==> src/core/supervisor_pkg.sv <==
// How it works
// low rail flag asserts channel hold
// window upper flag high asserts channel four
// each channel picks its own delay
// pulled-up config gives long fixed delay
// open config gives short fixed delay
// programmed delay spans short to very long
// config pin pulled low briefly at startup
// board fits large enough timing capacitor
// programmed delay is charge time to threshold
// timer held cleared while hold asserted; code clears it only while fault present or config unsensed, counts during hold
// release only when timer ends, condition met
// manual hold low forces primary hold
// primary released once manual high, rail good
// outside drives manual hold to defined level
// watchdog counts once primary hold releases
// any kick edge reloads watchdog count
// missed kick asserts watchdog timeout output
// timeout latches, kicks do not clear it
// timeout clears only by primary hold asserted
// legacy wiring ties timeout to manual input
// build option inverts all output polarities; code inverts only the hold and timeout outputs
// fault asserts hold at once, release delayed
// watchdog period is fixed after last kick
// watchdog held at reload during primary hold
// delays are cycle counters from clock rate
package supervisor_pkg;

    // ***************************************************************
    // timing
    // ***************************************************************
    localparam int unsigned clk_hz          = 100_000_000; // system clock rate
    localparam int unsigned long_delay_ms   = 300;         // pulled-up config delay
    localparam int unsigned short_delay_ms  = 20;          // open config delay
    localparam int unsigned watchdog_ms     = 610;         // kick window
    localparam int unsigned prog_min_us     = 1400;        // shortest programmed delay
    localparam int unsigned prog_max_ms     = 10_000;      // longest programmed delay
    localparam int unsigned sense_ns        = 1000;        // config pin discharge pulse
    localparam int unsigned cycles_per_ms   = clk_hz / 1000;
    localparam int unsigned long_cycles     = long_delay_ms * cycles_per_ms;
    localparam int unsigned short_cycles    = short_delay_ms * cycles_per_ms;
    localparam int unsigned watchdog_cycles = watchdog_ms * cycles_per_ms;
    localparam int unsigned prog_min_cycles = prog_min_us * (clk_hz / 1_000_000);
    localparam int unsigned prog_max_cycles = prog_max_ms * cycles_per_ms;
    localparam int unsigned sense_cycles    = (sense_ns * (clk_hz / 1_000_000) + 999) / 1000;
    localparam int unsigned count_w         = 30;          // wide enough for ten seconds
    localparam int unsigned channels        = 4;           // supervisor channels

    // ***************************************************************
    // types
    // ***************************************************************
    typedef enum logic [1:0] {
        delay_long,    // config pin pulled up
        delay_short,   // config pin left open
        delay_prog     // capacitor on config pin
    } delay_mode_t;

    // analog side of one delay config pin
    typedef struct packed {
        logic pin_high;    // pin reads high when released
        logic cap_charged; // timing node reached threshold
    } delay_pin_t;

    // discharge and charge controls for one config pin
    typedef struct packed {
        logic discharge_oe_n; // low while pulling pin low
        logic charge_en;      // constant current source on
    } delay_drive_t;

endpackage : supervisor_pkg

==> src/core/sync_two.sv <==
`timescale 1ns/100ps
// ***************************************************************
// two flop synchroniser
// ***************************************************************
module sync_two #(
    parameter int unsigned width = 1
) (
    input  wire logic             clk,
    input  wire logic             rst,
    input  wire logic [width-1:0] d,
    output logic      [width-1:0] q
);
    logic [width-1:0] meta; // first stage, read only by q

    // two stages, reset to zero
    always_ff @(posedge clk) begin
        if (rst) begin
            meta <= '0;
            q    <= '0;
        end else begin
            meta <= d;
            q    <= meta;
        end
    end
endmodule : sync_two

==> src/core/delay_channel.sv <==
`timescale 1ns/100ps
// ***************************************************************
// one channel hold with release delay
// ***************************************************************
module delay_channel (
    input  wire logic                              clk,
    input  wire logic                              rst,
    input  wire logic                              fault,      // hold condition
    input  wire logic                              mode_valid, // config sensed
    input  wire supervisor_pkg::delay_mode_t       mode,
    input  wire logic                              cap_charged,
    output logic                                   hold,
    output logic                                   charge_en
);
    logic [supervisor_pkg::count_w-1:0] count;      // delay timer
    logic [supervisor_pkg::count_w-1:0] end_count;  // terminal for fixed modes
    logic                               done;       // timer end point reached

    assign end_count = (mode == supervisor_pkg::delay_long)
                     ? supervisor_pkg::count_w'(supervisor_pkg::long_cycles)
                     : supervisor_pkg::count_w'(supervisor_pkg::short_cycles);
    // programmed mode ends on capacitor threshold, clamped to the span
    assign done = (mode == supervisor_pkg::delay_prog)
                ? ((cap_charged && count >= supervisor_pkg::count_w'(supervisor_pkg::prog_min_cycles))
                   || count >= supervisor_pkg::count_w'(supervisor_pkg::prog_max_cycles))
                : (count >= end_count - 1'b1);

    // hold asserts at once, releases after the delay
    always_ff @(posedge clk) begin
        if (rst) begin
            hold      <= 1'b1;
            count     <= '0;
            charge_en <= 1'b0;
        end else if (fault || !mode_valid) begin
            hold      <= 1'b1;
            count     <= '0;
            charge_en <= 1'b0;
        end else if (hold) begin
            charge_en <= 1'b1;
            if (done) begin
                hold      <= 1'b0;
                charge_en <= 1'b0;
            end else begin
                count <= count + 1'b1;
            end
        end
    end

    // ***************************************************************
    // checks
    // ***************************************************************
    property p_fault_holds;
        @(posedge clk) disable iff (rst) fault |=> hold;
    endproperty
    a_fault_holds: assert property (p_fault_holds) else $error("hold missing after fault");

    property p_timer_cleared;
        @(posedge clk) disable iff (rst) fault |=> (count == '0);
    endproperty
    a_timer_cleared: assert property (p_timer_cleared) else $error("timer not cleared");

    property p_release_at_end;
        @(posedge clk) disable iff (rst) $fell(hold) |-> $past(done) && !$past(fault);
    endproperty
    a_release_at_end: assert property (p_release_at_end) else $error("early release");
endmodule : delay_channel

==> src/core/supply_supervisor_reset_watchdog.sv <==
`timescale 1ns/100ps
// ***************************************************************
// four channel supply supervisor with watchdog
// ***************************************************************
module supply_supervisor_reset_watchdog #(
    parameter bit active_high = 1'b0, // output polarity build option
    parameter int unsigned watchdog_cycles = supervisor_pkg::watchdog_cycles,
    parameter int unsigned sense_cycles    = supervisor_pkg::sense_cycles
) (
    input  wire logic                                    clk,
    input  wire logic                                    rst,
    input  wire logic [2:0]                              rail_sense_in,      // channels 1-3 good
    input  wire logic                                    window_lower_sense, // above falling level
    input  wire logic                                    window_upper_sense, // above rising level
    input  wire logic                                    manual_hold_in_n,
    input  wire logic                                    watchdog_kick_in,
    input  wire supervisor_pkg::delay_pin_t [3:0]        delay_config_in,
    output supervisor_pkg::delay_drive_t    [3:0]        delay_drive_out,
    output logic [3:0]                                   channel_hold_out,
    output logic                                         watchdog_timeout_out
);
    // ***************************************************************
    // input synchronisers
    // ***************************************************************
    localparam int unsigned sync_w = 15; // 3 rails, 4 single pins, 4 config pairs
    logic [sync_w-1:0] raw_in;   // all pins together
    logic [sync_w-1:0] sync_in;  // after two flops

    assign raw_in = {rail_sense_in, window_lower_sense, window_upper_sense,
                     manual_hold_in_n, watchdog_kick_in, delay_config_in};

    sync_two #(.width(sync_w)) u_sync (
        .clk (clk),
        .rst (rst),
        .d   (raw_in),
        .q   (sync_in)
    );

    logic [2:0]                        rail_good;    // channels 1-3 above threshold
    logic                              lower_good;   // window lower ok
    logic                              upper_over;   // window upper tripped
    logic                              manual_n;     // manual hold level
    logic                              kick;         // kick level
    supervisor_pkg::delay_pin_t [3:0]  pin_s;        // synced config pins

    assign rail_good  = sync_in[14:12];
    assign lower_good = sync_in[11];
    assign upper_over = sync_in[10];
    assign manual_n   = sync_in[9];
    assign kick       = sync_in[8];
    assign pin_s      = sync_in[7:0];

    // ***************************************************************
    // startup config sensing
    // ***************************************************************
    logic [15:0]                         sense_count;  // discharge pulse timer
    logic                                sensing;      // pin pulled low now
    logic [2:0]                          settle;       // wait for synced read
    logic                                mode_valid;   // modes captured
    supervisor_pkg::delay_mode_t [3:0]   mode;         // per channel delay mode
    logic [3:0]                          pin_low_seen; // pin still low at early look

    // function: decide mode from sampled pin level and charge
    function automatic supervisor_pkg::delay_mode_t decode_mode(input logic high_now,
                                                                input logic low_after);
        if (high_now && !low_after)
            return supervisor_pkg::delay_long;   // pulled up, recovers at once
        else if (low_after)
            return supervisor_pkg::delay_prog;   // capacitor holds it low
        else
            return supervisor_pkg::delay_short;  // open pin floats up
    endfunction : decode_mode

    // pull each config pin low, then sample on release
    always_ff @(posedge clk) begin
        if (rst) begin
            sense_count  <= '0;
            sensing      <= 1'b1;
            settle       <= '0;
            mode_valid   <= 1'b0;
            mode         <= '{default: supervisor_pkg::delay_short};
            pin_low_seen <= '0;
        end else if (sensing) begin

            if (sense_count >= 16'(sense_cycles - 1))
                sensing <= 1'b0;
            else
                sense_count <= sense_count + 1'b1;
        end else if (!mode_valid) begin
            settle <= settle + 1'b1;
            // early look: a pulled-up pin is already back high
            if (settle == 3'h3) begin
                for (int i = 0; i < supervisor_pkg::channels; i++) begin
                    pin_low_seen[i] <= !pin_s[i].pin_high;
                end
            end
            // late look: a capacitor still holds the pin low
            if (settle == 3'h7) begin
                mode_valid <= 1'b1;
                for (int i = 0; i < supervisor_pkg::channels; i++) begin
                    mode[i] <= decode_mode(!pin_low_seen[i], !pin_s[i].pin_high);
                end
            end
        end
    end

    // ***************************************************************
    // channels
    // ***************************************************************
    logic [3:0] fault;   // per channel hold condition
    logic [3:0] hold;    // per channel held state
    logic [3:0] charge;  // per channel charge source

    assign fault[0] = !rail_good[0] || !manual_n;
    assign fault[1] = !rail_good[1];
    assign fault[2] = !rail_good[2];
    assign fault[3] = !lower_good || upper_over;

    for (genvar c = 0; c < 4; c++) begin : g_chan
        delay_channel u_chan (
            .clk         (clk),
            .rst         (rst),
            .fault       (fault[c]),
            .mode_valid  (mode_valid),
            .mode        (mode[c]),
            .cap_charged (pin_s[c].cap_charged),
            .hold        (hold[c]),
            .charge_en   (charge[c])
        );
    end

    // ***************************************************************
    // watchdog
    // ***************************************************************
    logic [supervisor_pkg::count_w-1:0] watchdog_counter; // cycles left
    logic                               kick_d;           // kick last cycle
    logic                               kick_edge;        // either edge
    logic                               timed_out;        // latched timeout

    assign kick_edge = kick ^ kick_d;

    // countdown from release, reload on edges, latch on expiry
    always_ff @(posedge clk) begin
        if (rst) begin
            watchdog_counter <= supervisor_pkg::count_w'(watchdog_cycles);
            kick_d           <= 1'b0;
            timed_out        <= 1'b0;
        end else begin
            kick_d <= kick;
            if (hold[0]) begin
                watchdog_counter <= supervisor_pkg::count_w'(watchdog_cycles);
                timed_out        <= 1'b0;
            end else if (timed_out) begin
                watchdog_counter <= watchdog_counter;
            end else if (kick_edge) begin
                watchdog_counter <= supervisor_pkg::count_w'(watchdog_cycles);
            end else if (watchdog_counter <= 1) begin
                timed_out        <= 1'b1;
            end else begin
                watchdog_counter <= watchdog_counter - 1'b1;
            end
        end
    end

    // ***************************************************************
    // outputs, registered with polarity option
    // ***************************************************************
    always_ff @(posedge clk) begin
        if (rst) begin
            channel_hold_out     <= active_high ? 4'hf : 4'h0;
            watchdog_timeout_out <= active_high ? 1'b0 : 1'b1;
            delay_drive_out      <= '0;
        end else begin
            channel_hold_out     <= active_high ? hold : ~hold;
            watchdog_timeout_out <= active_high ? timed_out : ~timed_out;
            for (int i = 0; i < 4; i++) begin
                // pull every pin low while sensing, then drain only a timing capacitor
                delay_drive_out[i].discharge_oe_n <= !(sensing || (mode_valid && !charge[i]
                    && mode[i] == supervisor_pkg::delay_prog));
                delay_drive_out[i].charge_en      <= charge[i];
            end
        end
    end

    // ***************************************************************
    // checks
    // ***************************************************************
    property p_manual_forces;
        @(posedge clk) disable iff (rst) !manual_n |=> hold[0];
    endproperty
    a_manual_forces: assert property (p_manual_forces) else $error("manual hold ignored");

    property p_window_upper;
        @(posedge clk) disable iff (rst) upper_over |=> hold[3];
    endproperty
    a_window_upper: assert property (p_window_upper) else $error("window upper ignored");

    property p_latched;
        @(posedge clk) disable iff (rst) timed_out && !hold[0] |=> timed_out;
    endproperty
    a_latched: assert property (p_latched) else $error("timeout cleared by kick");

    property p_clear_by_hold;
        @(posedge clk) disable iff (rst) $fell(timed_out) |-> $past(hold[0]);
    endproperty
    a_clear_by_hold: assert property (p_clear_by_hold) else $error("bad timeout clear");

    property p_no_timeout_in_hold;
        @(posedge clk) disable iff (rst) hold[0] |=> !timed_out;
    endproperty
    a_no_timeout_in_hold: assert property (p_no_timeout_in_hold) else $error("timeout in hold");

    property p_output_polarity;
        @(posedge clk) disable iff (rst)
            1'b1 |=> channel_hold_out == (active_high ? $past(hold) : ~$past(hold));
    endproperty
    a_output_polarity: assert property (p_output_polarity) else $error("wrong polarity");

    c_timeout: cover property (@(posedge clk) disable iff (rst) $rose(timed_out));
    c_release: cover property (@(posedge clk) disable iff (rst) $fell(hold[0]));
    c_kick:    cover property (@(posedge clk) disable iff (rst) kick_edge && !hold[0]);
endmodule : supply_supervisor_reset_watchdog

==> config.mk <==
export PLATFORM = sky130hd
export DESIGN_NAME = supply_supervisor_reset_watchdog
export DESIGN_NICKNAME = d
export VERILOG_FILES = /design/src/core/supervisor_pkg.sv /design/src/core/sync_two.sv /design/src/core/delay_channel.sv /design/src/core/supply_supervisor_reset_watchdog.sv
export SDC_FILE = /design/constraint.sdc
export NUM_CORES = 1
export LEC_CHECK = 0
export ABC_AREA = 1
export BUFFER_PORTS_ARGS = -buffer_cell sky130_fd_sc_hd__buf_2
export CAP_MARGIN = 20
export CELL_PAD_IN_SITES_DETAIL_PLACEMENT = 1
export CELL_PAD_IN_SITES_GLOBAL_PLACEMENT = 2
export CORE_ASPECT_RATIO = 1.5
export CORE_MARGIN = 5
export CORE_UTILIZATION = 32
export CTS_BUF_LIST = sky130_fd_sc_hd__clkbuf_16
export CTS_CLUSTER_DIAMETER = 50
export DETAILED_ROUTE_END_ITERATION = 8
export GPL_ROUTABILITY_DRIVEN = 1
export PLACE_DENSITY_LB_ADDON = 0.3
export SYNTH_ARGS = -nofsm -noshare
export SYNTH_HDL_FRONTEND = slang
export SYNTH_SLANG_ARGS = --single-unit
==> constraint.sdc <==
create_clock -name clk -period 1.9 [get_ports clk]
set_input_delay 0.095 -clock clk [delete_from_list [all_inputs] [get_ports clk]]
set_output_delay 0.095 -clock clk [all_outputs]
set_load 0.1 [all_outputs]
# ---- After elaboration in Yosys (flattened, before gate mapping)
# Index checks and enable logic that the tools add are counted.
dict set report word_totals {
  wordCells 181
  mem_count 0
  latchBits 0
  out_inout_bits 13
  mem_bits_ro 0
  reg_bits 236
  mem_bits_rw 0
  input_bits 17
}
dict set report classes {
  muxes 33
  mul 0
  addsub 11
  n_div 0
  order_cmp 14
  bitwise 10
  reduce_logical 70
  eq_ne 7
  shift 0
}
# op count
set op_table {}
lappend op_table {{$sub A30 B1 Y30 const B} 5}
lappend op_table {{$add A30 B1 Y30 const B} 4}
lappend op_table {{$ge A30 B18 Y1 const B} 4}
lappend op_table {{$ge A30 B30 Y1} 4}
lappend op_table {{$ge A30 B30 Y1 const B} 4}
lappend op_table {{$mux W25} 4}
lappend op_table {{$mux W30} 2}
lappend op_table {{$le A30 B1 Y1 const B} 1}
lappend op_table {{$logic_not A1 Y1} 22}
lappend op_table {{$mux W1} 19}
lappend op_table {{$add A16 B1 Y16 const B} 1}
lappend op_table {{$ge A16 B7 Y1 const B} 1}
lappend op_table {{$logic_and A1 B1 Y1} 16}
lappend op_table {{$mux W2} 8}
lappend op_table {{$logic_or A1 B1 Y1} 14}
lappend op_table {{$reduce_and A2 Y1} 7}
lappend op_table {{$reduce_or A2 Y1} 5}
lappend op_table {{$eq A2 B2 Y1 const B} 4}
lappend op_table {{$logic_not A2 Y1} 4}
lappend op_table {{$not A1 Y1} 8}
lappend op_table {{$reduce_and A3 Y1} 2}
lappend op_table {{$not A4 Y4} 1}
lappend op_table {{$add A3 B1 Y3 const B} 1}
lappend op_table {{$eq A3 B2 Y1 const B} 1}
lappend op_table {{other kinds (3)} 3}

# ---- Depth between registers and ports, before layout
dict set report depth {
  ltp_word 7
  ltp_mapped 17
  mapped_depth_nobuf 16
}

# ---- Hierarchy
# From an unflattened synthesis, not the netlist that was laid out.
dict set report unflattened {
  cells_unflattened 2318
  hier_area_um2 14916.8
}
# module seq_area_each_um2 cells_each instances area_per_inst_um2
set by_module_without_submodules {}
lappend by_module_without_submodules {delay_channel 640.6 413 4 2553.7}
lappend by_module_without_submodules {supply_supervisor_reset_watchdog 1561.5 573 1 3842.4}
lappend by_module_without_submodules {sync_two 600.6 93 1 859.6}

# ---- Worst setup path after synthesis
# OpenSTA, ideal clock, no wires.
dict set report synth_path {
  path_type {flip-flop to flip-flop}
  start {register mode[2] in the netlist's numbering}
  end {register g_chan[1].u_chan.count[21] in the netlist's numbering}
  setup_slack_ns 0.005
  arrival_ns 1.780
  required_time_ns 1.785
  stages_incl_launch_ff 16
  setup_ns 0.115
  synth_period_minus_slack_ns 1.895
  path_buffers 1
  cell_sequence {dfxtp_1 > inv_2 > nand2_2 > ha_1 > nand2_1 > nor2_1 > nand3_1 > inv_1 > nand2_1 > nor2_1 > nor2_1 > nand3_1 > nand2_2 > buf_4 > a21oi_1 > nor2_1}
}
dict set report synth_between {
  elab_chain_cells 7
  word_cells_on_any_way 8
  classes_between {1 x add/sub; 1 x order compare; 1 x eq/ne; 2 x mux; 1 x bitwise; 2 x reduce/logical}
}
# element line_no
set synth_lines {}
lappend synth_lines {{start, declared} supply_supervisor_reset_watchdog.sv:60} ;# supervisor_pkg::delay_mode_t [3:0] mode;
lappend synth_lines {{start signal, assigned by index} supply_supervisor_reset_watchdog.sv:101} ;# mode[i] <= decode_mode(!pin_low_seen[i], !pin_s[i].pin_high);
lappend synth_lines {{$logic_not A2 Y1} delay_channel.sv:19} ;# assign end_count = (mode == supervisor_pkg::delay_long)
lappend synth_lines {{$mux W25} delay_channel.sv:20} ;# ? supervisor_pkg::count_w'(supervisor_pkg::long_cycles)
lappend synth_lines {{$sub A30 B1 Y30} delay_channel.sv:26} ;# : (count >= end_count - 1'b1);
lappend synth_lines {{$ge A30 B30 Y1} delay_channel.sv:26}
lappend synth_lines {{$mux W1 (*)} delay_channel.sv:24} ;# ? ((cap_charged && count >= supervisor_pkg::count_w'(supervisor_pkg::prog_min_cycles))
lappend synth_lines {{$not A1 Y1 (no source line) (*)} --}
lappend synth_lines {{$reduce_and A2 Y1 (no source line) (*)} --}
lappend synth_lines {{end signal, assigned} delay_channel.sv:44} ;# count <= count + 1'b1;
lappend synth_lines {{end, declared} delay_channel.sv:15} ;# logic [supervisor_pkg::count_w-1:0] count;
# Mark *: on every way between the ends. The rest lies on a longest branch, timed or not.
# A chain may end at the register's enable or synchronous reset.

# ---- Final worst setup path
dict set report layout_path {
  start {register g_chan[1].u_chan.count[24] in the netlist's numbering}
  end {register g_chan[1].u_chan.count[16] in the netlist's numbering}
}
dict set report layout_between {
  elab_chain_cells 6
  word_cells_on_any_way 8
  classes_between {3 x order compare; 1 x mux; 1 x bitwise; 3 x reduce/logical}
}
# element line_no
set layout_lines {}
lappend layout_lines {{$ge A30 B18 Y1} delay_channel.sv:24}
lappend layout_lines {{$logic_and A1 B1 Y1} delay_channel.sv:24}
lappend layout_lines {{$logic_or A1 B1 Y1} delay_channel.sv:25} ;# || count >= supervisor_pkg::count_w'(supervisor_pkg::prog_max_cycles))
lappend layout_lines {{$mux W1 (*)} delay_channel.sv:24}
lappend layout_lines {{$not A1 Y1 (no source line) (*)} --}
lappend layout_lines {{$reduce_and A2 Y1 (no source line) (*)} --}
# Marked as above.

==> flow_summary_export.csv <==
group,metric,value,unit
place,dpl-instance-area,15990,µm²
cells_and_area,finalInstanceArea,20480,µm²
clock_network,clock_latency,590,ps
global_routing,grt_overflow,0,
power_and_ir_drop,max-vdd-ir-drop,0.0006003,V
sta,period_needed,2282,ps
global_routing,grt_pass1_wl,78650,µm
sta,hold_ws,252.4,ps
run_status,status,"complete, but fails checks",
drt,routedWlPerCell,16.42,µm
sta,fin_crit_sh,120.1,%
critical_path,path_class,"reg2reg",
power_and_ir_drop,pwr_density_cell,526.6,nW/µm²
global_routing,grt_max_degree,32,
cells_and_area,drive_gt1_share,35.20,%
global_routing,track_usage,20.47,%
critical_path,critPathLaunchType,"flop",
synth,syn-cell-area,13380,µm²
global_routing,antenna_found_initial,0,
critical_path,endpoint_kind,"flop",
drt,via_per_inst,4.955,
sta,drv_slew,0,
floorplan,ios,30,
global_routing,first_global_vias,16240,
sta,tightest_slew,552.7,ps
drt,drt_iter0_markers,353,
clock_network,clkTransAtPathRegs,60,ps
synth,synth.avg_cell_area,6.332,µm²
critical_path,crit_path_start,"g_chan[1].u_chan.count[24]$_SDFFE_PP0P_",
cells_and_area,nFillCells,5201,
floorplan,start_util,32.46,%
run_status,violations,"setup timing",
clock_network,cts_tree,"built",
cells_and_area,syn_to_final_growth,53.08,%
clock_network,cts.sinks,236,
clock_network,cts_root_buffer,"clkbuf_16",
critical_path,r2r_start,"g_chan[1].u_chan.count[24]$_SDFFE_PP0P_",
floorplan,rows,91,
critical_path,worst_ep_arrival_time,2750,ps
cells_and_area,diodes,0,
floorplan,die_area,46080,µm²
critical_path,crit_fanout,6,
sta,finalSetupViolations,128,
run,drv_cap,0,
worst_hold_path,hold_start,"watchdog_kick_in",
synth,yosys.cell_types.count,40,
synth,synthCells,2113,
synth,synth_warnings,0,
cells_and_area,fin_nets,2516,
cells_and_area,multi_input_comb_area,9514,µm²
place,gp_congestion,0.8490,
synth,synth_seq_cells,236,
cells_and_area,seqCellArea,4783,µm²
drt,dr.pass1.iters,4,
floorplan,dieWidth,177.0,µm
synth,synth_nets,2172,
place,dp.final_hpwl,33920,µm
power_and_ir_drop,finalPower,10.79,mW
critical_path,critPathRequiredTime,2370,ps
sta,fmax,438.2,MHz
cells_and_area,utilization,49.69,%
drt,num_vias,15050,
worst_hold_path,hp-class,"in2reg",
sta,skew,24.94,ps
drt,wl,49900,µm
clock_network,numCtsBuffers,31,
synth,ys_seq_area_share,35.31,%
sta,final_hold_viol_count,0,
place,io_buffers,29,
floorplan,coreArea,41220,µm²
place,dp_worst_setup_slack,-396.0,ps
power_and_ir_drop,p_leak,8.120,nW
sta,rsz0062_at_grt,"yes",
drt,antenna_left,0,
floorplan,die_h,260.4,µm
clock_network,clk_path_buf_depth,3,
sta,setup_slack,-381.9,ps
sta,max_slew_margin,62.87,%
drt,post-route-drc-count,0,
clock_network,htreeDepth,1,
==> path summary, 6_finish.rpt <==
check                                            end  slack (ps)  cells past startpoint
min reg2reg                   u_sync.q[8]$_SDFF_PP0_         400                      2
max reg2reg  g_chan[1].u_chan.count[16]$_SDFFE_PP0P_        -380                     11
min                        u_sync.meta[8]$_SDFF_PP0_         250                      4
max          g_chan[1].u_chan.count[16]$_SDFFE_PP0P_        -380                     11
==> power by group <==
part	leakage (nW)	internal [mW]	switching [mW]	total (mW)
sequential	1.92	4.97	0.0153	4.98
combinational	5.71	0.0639	0.0748	0.139
clock	0.500	3.26	2.41	5.66
total	8.12	8.29	2.50	10.8
==> cell usage after synthesis <==
cell type | n | share of area [%]
nor2_1 | 430 | 12
nand4_1 | 38 | 1.8
buf_1 | 1 | 0.028
inv_1 | 233 | 6.5
inv_2 | 16 | 0.45
buf_6 | 5 | 0.42
nor2_2 | 11 | 0.51
o21ai_1 | 2 | 0.075
inv_4 | 1 | 0.047
nor3_4 | 1 | 0.12
dfxtp_1 | 236 | 35
nand2_4 | 1 | 0.084
a211oi_1 | 4 | 0.22
and3_1 | 4 | 0.19
nor3_2 | 11 | 0.82
a21oi_1 | 165 | 6.2
o211ai_1 | 5 | 0.28
nand2_1 | 460 | 13
nor4_4 | 1 | 0.16
xnor2_1 | 6 | 0.39
or2_2 | 2 | 0.094
o21ai_0 | 46 | 1.7
nor3b_1 | 1 | 0.056
nand3_1 | 210 | 7.9
nand3b_1 | 9 | 0.50
nor4_1 | 11 | 0.51
clkbuf_2 | 1 | 0.037
o211a_1 | 1 | 0.075
ha_1 | 42 | 3.9
nor2_4 | 1 | 0.084
o21a_1 | 2 | 0.11
nand3_2 | 2 | 0.15
nor3_1 | 63 | 2.4
clkbuf_1 | 26 | 0.73
xor2_1 | 12 | 0.79
buf_4 | 12 | 0.67
o21bai_1 | 2 | 0.11
a31oi_1 | 6 | 0.28
nand2_2 | 13 | 0.61
buf_2 | 20 | 0.75
==> critical path, stage by stage (launching register included) <==
cell and delay [ps]:
dfxtp_1 480, nand2_1 130, nor2_1 140, nand4_1 190, o21ai_0 340, a21oi_1 80, nand2_1 180, nand2_8 110
buf_12 170, buf_12 140, a21oi_2 120, nor2_1 60
==> routing by layer <==
layer	up-vias	global-route usage, %	routed length, µm
li1	7495	-	-
met1	7318	21.18	19200
met2	141	42.49	28310
met3	99	1.942	990
met4	0	5.871	1402
met5	-	0	0
==> flip-flops by register name, summed over array words and instances (netlist names), 3 cells and up <==
name                     cells
mode                         8
watchdog_counter            30
u_sync.q                    15
channel_hold_out             4
g_chan.u_chan.count        120
g_chan.u_chan.hold           4
sense_count                 16
delay_drive_out              8
g_chan.u_chan.charge_en      4
u_sync.meta                 15
pin_low_seen                 4
settle                       3
==> metrics by stage <==
| stage | setup TNS (ps) | std cells |
|---|---|---|
| after CTS | -23980 | 3016 |
| final | -31590 | 3038 |
| after floorplan | 0 | 2113 |
| after global placement | -25240 | 2899 |
| after detailed placement | -34520 | 2899 |
| after global routing | -46890 | 3038 |
==> placed cells by master, fill, tap and decap left out, types with 7 or more instances in the layout <==
cell	instances
inv_2	12
dlygate4sd3_1	20
nand4_1	38
nand2_2	51
dfxtp_4	11
nand3_2	98
nand2_4	18
buf_12	20
buf_8	9
dfxtp_2	14
ha_1	16
o21ai_0	42
dfxtp_1	211
nand2_1	398
nand3b_1	9
buf_6	24
nor3_4	7
buf_16	11
clkinv_4	7
clkbuf_16	38
nand2_8	8
a21oi_1	58
nor2_4	30
ha_4	25
nor2_1	366
inv_4	10
a21oi_4	10
xor2_1	12
nor3_1	51
inv_1	232
nor3_2	17
buf_4	255
nand3_1	107
buf_2	29
nand3_4	7
a21oi_2	97
nor4_1	9
nor2_2	46
==> what timing repair did <==
item                       in CTS  in global routing
setup endpoints to repair     141                156
hold buffers                   20                  0
gates cloned                   15                  9
hold endpoints to repair       19                  0
pin swaps                      71                139
resized for setup             304                283
setup buffers                  29                 19
==> logic make-up (layout without fill, tap and decap cells) <==
| group | after synthesis | count (layout) | synth area share (%) |
|---|---|---|---|
| and+or+nand+nor | 1269 | 1270 | 40.86 |
| buffers and inverters | 315 | 681 | 9.670 |
| DFF | 236 | 236 | 35.31 |
| AOI/OAI and AO/OA | 233 | 233 | 9.053 |
| adders and majority gates | 42 | 42 | 3.928 |
| xor gates and xnor gates | 18 | 18 | 1.178 |
==> final cells by class <==
type,instances,share of cell area (%)
repair buffers,375,17.30
well taps,558,3.409
clock inverters,25,0.9897
inverters,250,4.704
multi-input cells,1563,46.45
clock buffers,31,3.788
flip-flops and latches,236,23.36
(Power assumes the default switching activity.)
